File: src/verilog/acr_pkg.sv
// Overview of operation
// - set channel bit adds input to conversion set
// - bit four is input one, bit eleven input eight
// - selected channels converted in turn, lowest first
// - bit three enables bus glitch filter
// - bit two turns limit indicator on
// - bits two, one pick pin function
// - writing 11 clears pin, flag, alert status
// - bit zero sets pin active level
// - reset: filter and limit enable set, rest zero
// - result is 16-bit read-only, two byte read
// - first byte flag, tag, result high bits
// - result follows tag, msb first, 12/10 bits
// - 10-bit variant: two lsbs read zero
// - channel tag is input number minus one
// - flag shows violation of that tagged result
// - first written byte loads register pointer
package acr_pkg;
  localparam logic [3:0]  PTR_RESULT      = 4'h0;
  localparam logic [3:0]  PTR_CONFIG      = 4'h2;
  localparam logic [7:0]  PTR_RESET       = 8'h00;
  localparam logic [15:0] CFG_RESET       = 16'h000C;
  localparam logic [15:0] CFG_USED_MASK   = 16'h0FFF;
  localparam int          CFG_SEL_LO      = 4;
  localparam int          CFG_BUS_GLITCH_FILTER_ENABLE_BIT    = 3;
  localparam int          CFG_FUNC_LO     = 1;
  localparam int          CFG_POL_BIT     = 0;
  localparam logic [1:0]  FUNC_NONE       = 2'h0;
  localparam logic [1:0]  FUNC_BUSY       = 2'h1;
  localparam logic [1:0]  FUNC_LIMIT      = 2'h2;
  localparam logic [1:0]  FUNC_CLEAR      = 2'h3;
  localparam int          RESULT_BITS     = 12;
  localparam logic [11:0] RES_10BIT_MASK  = 12'hFFC;
  localparam logic [11:0] RES_12BIT_MASK  = 12'hFFF;
  localparam logic [2:0]  CHAN_RESET      = 3'h7;
  localparam logic [1:0]  WR_POINTER      = 2'h0;
  localparam logic [1:0]  WR_HIGH         = 2'h1;
  localparam logic [1:0]  WR_LOW          = 2'h2;

  typedef enum logic [0:0] {
    ACR_IDLE = 1'b0,
    ACR_CONV = 1'b1
  } acr_state_type;

  typedef struct packed {
    acr_state_type state;
    logic [7:0]    ptr;
    logic [15:0]   cfg;
    logic [1:0]    wrIdx;
    logic [7:0]    hiByte;
    logic          rdIdx;
    logic [7:0]    rdData;
    logic          rdValid;
    logic [2:0]    chan;
    logic          busy;
    logic          limitHit;
    logic          resFlag;
    logic [2:0]    resTag;
    logic [11:0]   resVal;
    logic          pin;
    logic          clr;
  } acr_regs_type;
endpackage : acr_pkg

File: src/verilog/acr_regs.sv
`timescale 1ns/1ps
module acr_regs
  import acr_pkg::*;
(
  input  wire logic        clk,
  input  wire logic        arst_n,
  input  wire logic        wrStart,
  input  wire logic        wrStb,
  input  wire logic [7:0]  wrData,
  input  wire logic        rdStart,
  input  wire logic        rdStb,
  input  wire logic        convStart,
  input  wire logic        convDone,
  input  wire logic [11:0] convValue,
  input  wire logic        convViolation,
  output      logic [7:0]  rdData,
  output      logic        rdValid,
  output      logic        convBusy,
  output      logic [2:0]  convChannel,
  output      logic        alertPin,
  output      logic        busGlitchFilterEnable,
  output      logic        alertClear
);

  acr_regs_type cur_ff;
  acr_regs_type nxt_st;

  // next selected channel above the last one, wrapping to the lowest
  function automatic logic [2:0] next_chan(input logic [7:0] sel, input logic [2:0] last);
    logic [2:0] idx;
    logic       found;
    next_chan = last;
    found     = 1'b0;
    for (int k = 1; k <= 8; k++) begin
      idx = last + k[2:0];
      if (!found && sel[idx]) begin
        next_chan = idx;
        found     = 1'b1;
      end
    end
  endfunction : next_chan

  function automatic logic pin_level(input logic [15:0] cfg, input logic busy, input logic hit);
    logic act;
    unique case (cfg[CFG_FUNC_LO +: 2])
      FUNC_BUSY:  act = busy;
      FUNC_LIMIT: act = hit;
      FUNC_NONE:  act = 1'b0;
      FUNC_CLEAR: act = 1'b0;
    endcase
    pin_level = cfg[CFG_POL_BIT] ? act : ~act;
  endfunction : pin_level

  logic [7:0]  chanSel;
  logic [15:0] rdWord;
  logic [15:0] wrWord;
  logic        cfgCommit;
  logic        clearCode;
  logic        doneNow;
  logic [11:0] resMask;

  assign chanSel   = cur_ff.cfg[CFG_SEL_LO +: 8];
  assign wrWord    = {cur_ff.hiByte, wrData};
  assign cfgCommit = wrStb && (cur_ff.wrIdx == WR_LOW) && (cur_ff.ptr[3:0] == PTR_CONFIG);
  assign clearCode = cfgCommit && (wrWord[CFG_FUNC_LO +: 2] == FUNC_CLEAR);
  assign doneNow   = convDone && (cur_ff.state == ACR_CONV);
  assign resMask   = (RESULT_BITS == 10) ? RES_10BIT_MASK : RES_12BIT_MASK;

  always_comb begin
    unique case (cur_ff.ptr[3:0])
      PTR_RESULT: rdWord = {cur_ff.resFlag, cur_ff.resTag, cur_ff.resVal};
      PTR_CONFIG: rdWord = cur_ff.cfg;
      default:    rdWord = 16'h0000;
    endcase
  end

  always_comb begin
    nxt_st         = cur_ff;
    nxt_st.clr     = 1'b0;
    nxt_st.rdValid = 1'b0;

    // write side: pointer byte, then high/low data pairs
    if (wrStart) begin
      nxt_st.wrIdx = WR_POINTER;
    end else if (wrStb) begin
      unique case (cur_ff.wrIdx)
        WR_POINTER: begin
          nxt_st.ptr   = wrData;
          nxt_st.wrIdx = WR_HIGH;
        end
        WR_HIGH: begin
          nxt_st.hiByte = wrData;
          nxt_st.wrIdx  = WR_LOW;
        end
        default: begin
          nxt_st.wrIdx = WR_HIGH;
          if (cfgCommit) begin
            nxt_st.cfg = wrWord & CFG_USED_MASK;
            if (clearCode) begin
              // clear code acts once; pin function stays as before
              nxt_st.cfg[CFG_FUNC_LO +: 2] = cur_ff.cfg[CFG_FUNC_LO +: 2];
              nxt_st.clr      = 1'b1;
              nxt_st.limitHit = 1'b0;
              nxt_st.resFlag  = 1'b0;
            end
          end
        end
      endcase
    end

    // read side: high byte first, then low byte
    if (rdStart) begin
      nxt_st.rdIdx = 1'b0;
    end else if (rdStb) begin
      nxt_st.rdData  = cur_ff.rdIdx ? rdWord[7:0] : rdWord[15:8];
      nxt_st.rdValid = 1'b1;
      nxt_st.rdIdx   = ~cur_ff.rdIdx;
    end

    // conversion sequencer
    unique case (cur_ff.state)
      ACR_IDLE: begin
        if (convStart && (chanSel != 8'h00)) begin
          nxt_st.chan  = next_chan(chanSel, cur_ff.chan);
          nxt_st.busy  = 1'b1;
          nxt_st.state = ACR_CONV;
        end
      end
      ACR_CONV: begin
        if (convDone) begin
          nxt_st.busy    = 1'b0;
          nxt_st.state   = ACR_IDLE;
          nxt_st.resTag  = cur_ff.chan;
          nxt_st.resVal  = convValue & resMask;
          nxt_st.resFlag = convViolation;
          if (convViolation) begin
            nxt_st.limitHit = 1'b1;
          end
        end
      end
    endcase

    nxt_st.pin = pin_level(nxt_st.cfg, nxt_st.busy, nxt_st.limitHit);
  end

  always_ff @(posedge clk or negedge arst_n) begin
    if (!arst_n) begin
      cur_ff <= '{state:    ACR_IDLE,
                  ptr:      PTR_RESET,
                  cfg:      CFG_RESET,
                  wrIdx:    WR_POINTER,
                  hiByte:   8'h00,
                  rdIdx:    1'b0,
                  rdData:   8'h00,
                  rdValid:  1'b0,
                  chan:     CHAN_RESET,
                  busy:     1'b0,
                  limitHit: 1'b0,
                  resFlag:  1'b0,
                  resTag:   3'h0,
                  resVal:   12'h000,
                  // reset function is limit, active low, no hit: pin starts inactive
                  pin:      1'b1,
                  clr:      1'b0};
    end else begin
      cur_ff <= nxt_st;
    end
  end

  assign rdData                = cur_ff.rdData;
  assign rdValid               = cur_ff.rdValid;
  assign convBusy              = cur_ff.busy;
  assign convChannel           = cur_ff.chan;
  assign alertPin              = cur_ff.pin;
  assign busGlitchFilterEnable = cur_ff.cfg[CFG_BUS_GLITCH_FILTER_ENABLE_BIT];
  assign alertClear            = cur_ff.clr;
endmodule : acr_regs

File: config.mk
export PLATFORM = sky130hd
export DESIGN_NAME = acr_regs
export DESIGN_NICKNAME = d
export VERILOG_FILES = /design/src/verilog/acr_pkg.sv /design/src/verilog/acr_regs.sv
export SDC_FILE = /design/constraint.sdc
export NUM_CORES = 1
export LEC_CHECK = 0
export ABC_AREA = 1
export BUFFER_PORTS_ARGS = -buffer_cell sky130_fd_sc_hd__clkbuf_2
export CELL_PAD_IN_SITES_DETAIL_PLACEMENT = 1
export CELL_PAD_IN_SITES_GLOBAL_PLACEMENT = 2
export CORE_MARGIN = 2
export CORE_UTILIZATION = 36
export CTS_CLUSTER_SIZE = 20
export DETAILED_ROUTE_END_ITERATION = 8
export PLACE_DENSITY_LB_ADDON = 0.25
export SLEW_MARGIN = 20
export SYNTH_ARGS = -nofsm -noshare
export SYNTH_HDL_FRONTEND = slang
export SYNTH_SLANG_ARGS = --single-unit
export TNS_END_PERCENT = 5
File: constraint.sdc
create_clock -name clk -period 6.6 [get_ports clk]
set_input_delay 0.33 -clock clk [delete_from_list [all_inputs] [get_ports clk]]
set_output_delay 0.33 -clock clk [all_outputs]
set_load 0.02 [all_outputs]
# Yosys cells after proc, flatten, opt, wreduce, memory -nomap -nowiden
# Index checks and enable logic that the tools add are counted.
totals:
  ff_bits: 60
  inputBits: 29
  elab_cells: 156
op_classes:
  n_addsub: 7
  n_lt_le_gt_ge: 8
  eq_ne: 7
  mux: 77
  bitwise_logic: 7
  n_reduce_logical: 33
ops:
  columns: ["operator", "n"]
  rows:
  - ["two-way mux 1 bit", 41]
  - ["< comparator 3 x 4 -> 1 bit, second input constant", 8]
  - ["case mux 16 bit (2 select lines)", 1]
  - ["two-way mux 3 bit", 10]
  - ["binary-select mux 1 bit (select 3 bit)", 8]
  - ["two-way mux 18 bit", 1]
  - ["two-way mux 17 bit", 1]
  - ["two-way mux 2 bit", 8]
  - ["two-way mux 8 bit", 2]
  - ["two-way mux 13 bit", 1]
  - ["adder 3 bit, second input constant", 4]
  - ["logical AND 1 bit", 11]
  - ["two-way mux 10 bit", 1]
  - ["equality test 2 bit, second input constant", 4]
  - ["AND reduction 4 bit", 2]
  - ["nonzero test 8 bit", 1]
  - ["logical NOT 1 bit", 7]
  - ["NOT 1 bit", 7]
  - ["nonzero test 7 bit", 1]
  - ["adder 3 x 2 -> 3 bit, second input constant", 2]
  - ["AND reduction 3 bit", 2]
  - ["equality test 2 x 1 -> 1 bit, second input constant", 2]
  - ["equality test 4 x 2 -> 1 bit, second input constant", 1]
  - ["logical NOT 2 bit", 2]
  - ["7 further kinds", 11]

# Depth between registers and ports, before layout
logic_depth:
  word_depth: 40
  depth_mapped: 19

# Least setup slack after synthesis
# OpenSTA, ideal clock, no wires.
synth_path:
  path_type: "register -> register"
  start: "register cur_ff (netlist bit convChannel[0])"
  end: "register cur_ff (netlist bit convChannel[0])"
  arrival_ns: 2.111
  t_required_ns: 6.517
  slack_ns: 4.407
  path_stages_with_launch: 15
  path_buffers: 1
  synth_period_minus_slack_ns: 2.193
  cell_sequence: "dfstp_2 buf_6 inv_6 ha_1 inv_2 nand3_1 nand2_1 nand2_1 nand2_4 nand2_4 nor3_4 nand4_1 nand2_1 nor2_1 xor2_1"
synth_via:
  elab_chain_cells: 40
  word_cells_on_any_way: 68
  classes_between: "7 x add/sub; 44 x mux; 1 x bitwise; 16 x reduce/logical"
synth_lines:
  columns: ["element", "line", "rtl"]
  rows:
  - ["start, declared", "acr_regs.sv:25", "acr_regs_type cur_ff;"]
  - ["start signal, assigned", "acr_regs.sv:148", "cur_ff <= '{state: ACR_IDLE,"]
  - ["start signal, assigned", "acr_regs.sv:166", "cur_ff <= nxt_st;"]
  - ["adder 3 x 1 -> 3 bit", "acr_regs.sv:35", "idx = last + k[2:0];"]
  - ["binary-select mux 1 bit (select 3 bit)", "acr_regs.sv:36", "if (!found && sel[idx]) begin"]
  - ["two-way mux 1 bit (not written as such)", "acr_regs.sv:36", null]
  - ["two-way mux 1 bit", "acr_regs.sv:36", null]
  - ["two-way mux 1 bit", "acr_regs.sv:123", "if (convStart && (chanSel != 8'h00)) begin"]
  - ["two-way mux 1 bit", "acr_regs.sv:121", "unique case (cur_ff.state)"]
  - ["logical NOT 1 bit", "acr_regs.sv:36", null]
  - ["logical AND 1 bit", "acr_regs.sv:36", null]
  - ["[24 not listed]", null, null]
  - ["logical AND 1 bit", "acr_regs.sv:36", null]
  - ["two-way mux 1 bit", "acr_regs.sv:36", null]
  - ["two-way mux 1 bit", "acr_regs.sv:123", null]
  - ["two-way mux 1 bit", "acr_regs.sv:121", null]
  - ["logical NOT 1 bit", "acr_regs.sv:36", null]
  - ["logical AND 1 bit", "acr_regs.sv:36", null]
  - ["NOT 1 bit (no source line)", null, null]
  - ["AND reduction 4 bit (no source line)", null, null]
# Parallel ways exist; a longest one is shown, timed or not. The select of a mux whose other input is x is not followed.
# A chain may end at the register's enable or synchronous reset.

# Final worst setup path
layout_path:
  start: "register cur_ff (netlist bit convChannel[1])"
  end: "register cur_ff (netlist bit convChannel[0])"
# The elaborated chain is that of the path after synthesis.

==> results.tsv <==
stage	metric	value	unit
placement	Post-Place Cells	527	
layout	final std cells w/o fill	535	
floorplanning	io pins	45	
pwr	total power	1350	uW
clock_tree	Clock Sink Count	56	
clock_tree	H-tree depth	2	
sta	Final Max Tran Viols	0	
synthesis	Net Count, Synth	429	
clock_tree	CTS tree	yes	
clock_tree	TritonCTS buffer count	5	
hold_path	Hold WC Path Type	input pin to async pin	
synthesis	Avg Cell Area, Syn	7.81	um^2
global_route	gr usage total	0.182	
layout	post-route design area	3410	um^2
worst_setup_path	crit path DAT	2.77	ns
global_route	number of global-route vias before repair	2702	
synthesis	register area share after synthesis	0.453	
pwr	Lkg Pwr	0.00183	uW
placement	HPWL Detailed	6430	um
floorplanning	core area	8300	um^2
layout	Multi-input gate area	1340	um^2
clock_tree	Worst-path clk slew	0.12	ns
drt	DRT iter0 DRCs	83	
layout	fraction of layout cells with a size suffix above 1	0.205	
sta	Max Fclk	399	MHz
worst_setup_path	Critical Path RT	6.86	ns
synthesis	Synth top area share	0.403	
clock_tree	hold_buf cts	0	
global_route	GRT overflow	0	
global_route	initial antenna violation count	0	
sta	final period utilization	0.380	
drt	DR vias/cell	4.92	
floorplanning	Die Ht	96.9	um
synthesis	largest cells by area after synthesis	dfrtp_1 (40%), nand2_1 (12%), nand3_1 (6.6%)	
clock_tree	post-CTS setup repair buffer count	0	
layout	area grow syn2layout	9.83	%
layout	Layout Nets	460	
synthesis	number of synthesized flops with an enable pin	0	
clock_tree	worst skew pair latency	0.32	ns
synthesis	Netlist cell types	38	
sta	Final setup violation count	0	
synthesis	dominant cell type by area after synthesis	dfrtp_1	
floorplanning	die area	9390	um^2
synthesis	most common cell in the netlist	nand2_1	
global_route	first-pass GRT wire length	13800	um
placement	GPL Wtd Cong	0.881	
layout	fillcell total	1055	
sta	RSZ-0062 raised after global routing	no	
floorplanning	die width	96.9	um
clock_tree	PostCTS Resize Cnt	0	
clock_tree	CTS max path bufs	2	
sta	fin crit period	2.51	ns
synthesis	Netlist Area Pre-Place	3110	um^2
placement	Port Buffer Count	44	
synthesis	Post-Synthesis Cells	398	
sta	Final TNS setup	0	ns
pwr	Power Density	395	nW/um^2
drt	drt drc	0	
sta	clock skew	0.0163	ns
worst_setup_path	Crit Path Max Fanout	10	
drt	final WL	8310	um
synthesis	Primary FF master, synth	dfrtp_1	
layout	Seq. cell area	1410	um^2
synthesis	top cells by count, synth	nand2_1 (99), dfrtp_1 (50), inv_1 (48)	
floorplanning	Core Rows	33	
sta	Worst Tran Pin Value	1.09	ns
pwr	VDD IR max	0.114	mV
clock_tree	clock root buffer	clkbuf_8	
drt	routed vias	2634	
placement	Placement Cell Area	3320	um^2
sta	final hold violations	0	
global_route	largest net degree at the start of global routing	57	
synthesis	fraction of registers with async set or reset after synthesis	1.00	
synthesis	synth warn	0	
sta	worst rel slew slack	0.264	
worst_setup_path	Worst R2R Start	convChannel[1]	
worst_setup_path	beginning of the critical path	convChannel[1]	
flow_run	max_cap viols	0	
layout	antenna fix cells	0	
synthesis	Seq cells post-synth	56	
worst_setup_path	Crit Path Class	flip-flop to flip-flop	
drt	ANT nets after route	0	
drt	first drt pass iteration count	4	
drt	wire per inst	15.5	um
worst_setup_path	critical path launch point type	flip-flop	
worst_setup_path	Worst setup EP type	flip-flop	
run_status	outcome	complete, no violations	
floorplanning	Initial Utilization	0.374	
-- worst max-delay path: stages, from the launching register on --
cell and delay, ns:
dfstp_2 0.69, inv_2 0.13, ha_1 0.41, inv_2 0.10, nand3_1 0.12, nand2_1 0.06, o21ai_0 0.29, inv_1 0.08
nand4_1 0.12, nand2_1 0.11, nor2_1 0.16, xor2_1 0.17
-- path summary, 6_finish.rpt --
path                       cells after the start  slack (ns)              to
max reg2reg                                   11        4.09  convChannel[0]
max                                           11        4.09  convChannel[0]
min                                            2        0.12      cur_ff[42]
min in group clk                               3        0.21      cur_ff[10]
min reg2reg                                    2        0.49       rdData[6]
max in group asynchronous                      2        5.96      cur_ff[32]
-- report_power, final --
part	leakage (uW)	switching (uW)	internal, uW	total [uW]
Clock	0.0000445	128	75.9	204
Combinational	0.00112	443	212	655
Sequential	0.000663	70.8	419	490
-- cell families after synthesis --
kind of cell	share of synthesized area
AO/OA/AOI/OAI	0.133
XOR/XNOR	0.0213
adder cells (fa/ha/maj)	0.00805
buffers and inverters	0.117
flip-flops	0.453
AND/OR/NAND/NOR	0.267
-- sequential cells by signal, summed over array words and instances (netlist names) --
| signal | flops |
|---|---|
| cur_ff | 32 |
| chanSel | 8 |
| rdData | 8 |
| convChannel | 3 |
| alertClear | 1 |
| alertPin | 1 |
| busGlitchFilterEnable | 1 |
| convBusy | 1 |
| rdValid | 1 |
-- per-layer routing --
metal	track usage	vias to the layer above	wire [um]
li1	-	1336	-
met5	0	-	0
met2	0.298	34	3970
met4	0.0455	0	133
met1	0.250	1253	3990
met3	0.0347	11	219
-- cell usage in the layout (no fill, tap or decap), types with 2 or more instances in the layout --
cell / instances
o21a_1: 2
o211ai_1: 3
nor2_1: 20
o21ai_1: 3
dfrtp_1: 50
nand2_4: 2
o22ai_1: 4
nand4_1: 4
inv_6: 2
inv_1: 48
clkbuf_2: 44
inv_2: 7
nand3_1: 41
nand2_1: 99
xor2_2: 2
clkbuf_8: 5
a21oi_1: 15
o221ai_1: 5
o21ai_0: 39
nand2_2: 10
ha_1: 2
dfstp_2: 6
-- through the flow --
step	util	setup slack (ns)	hold WS (ns)
after CTS	0.411	4.08	0.173
after detailed placement	0.400	4.11	0.471
after global placement	0.400	4.17	0.461
after floorplan	-	4.41	0.0344
final	0.411	4.09	0.120
after global routing	0.411	3.79	0.192
-- area by class of cell --
class                   instances  area share
clock buffers                   5      0.0202
clock inverters                 3     0.00623
inverters                      57      0.0642
multi-input cells             264       0.391
flip-flops and latches         56       0.413
well taps                     105      0.0385
repair buffers                 45      0.0667
No activity file was read; power rests on OpenSTA's default activity.
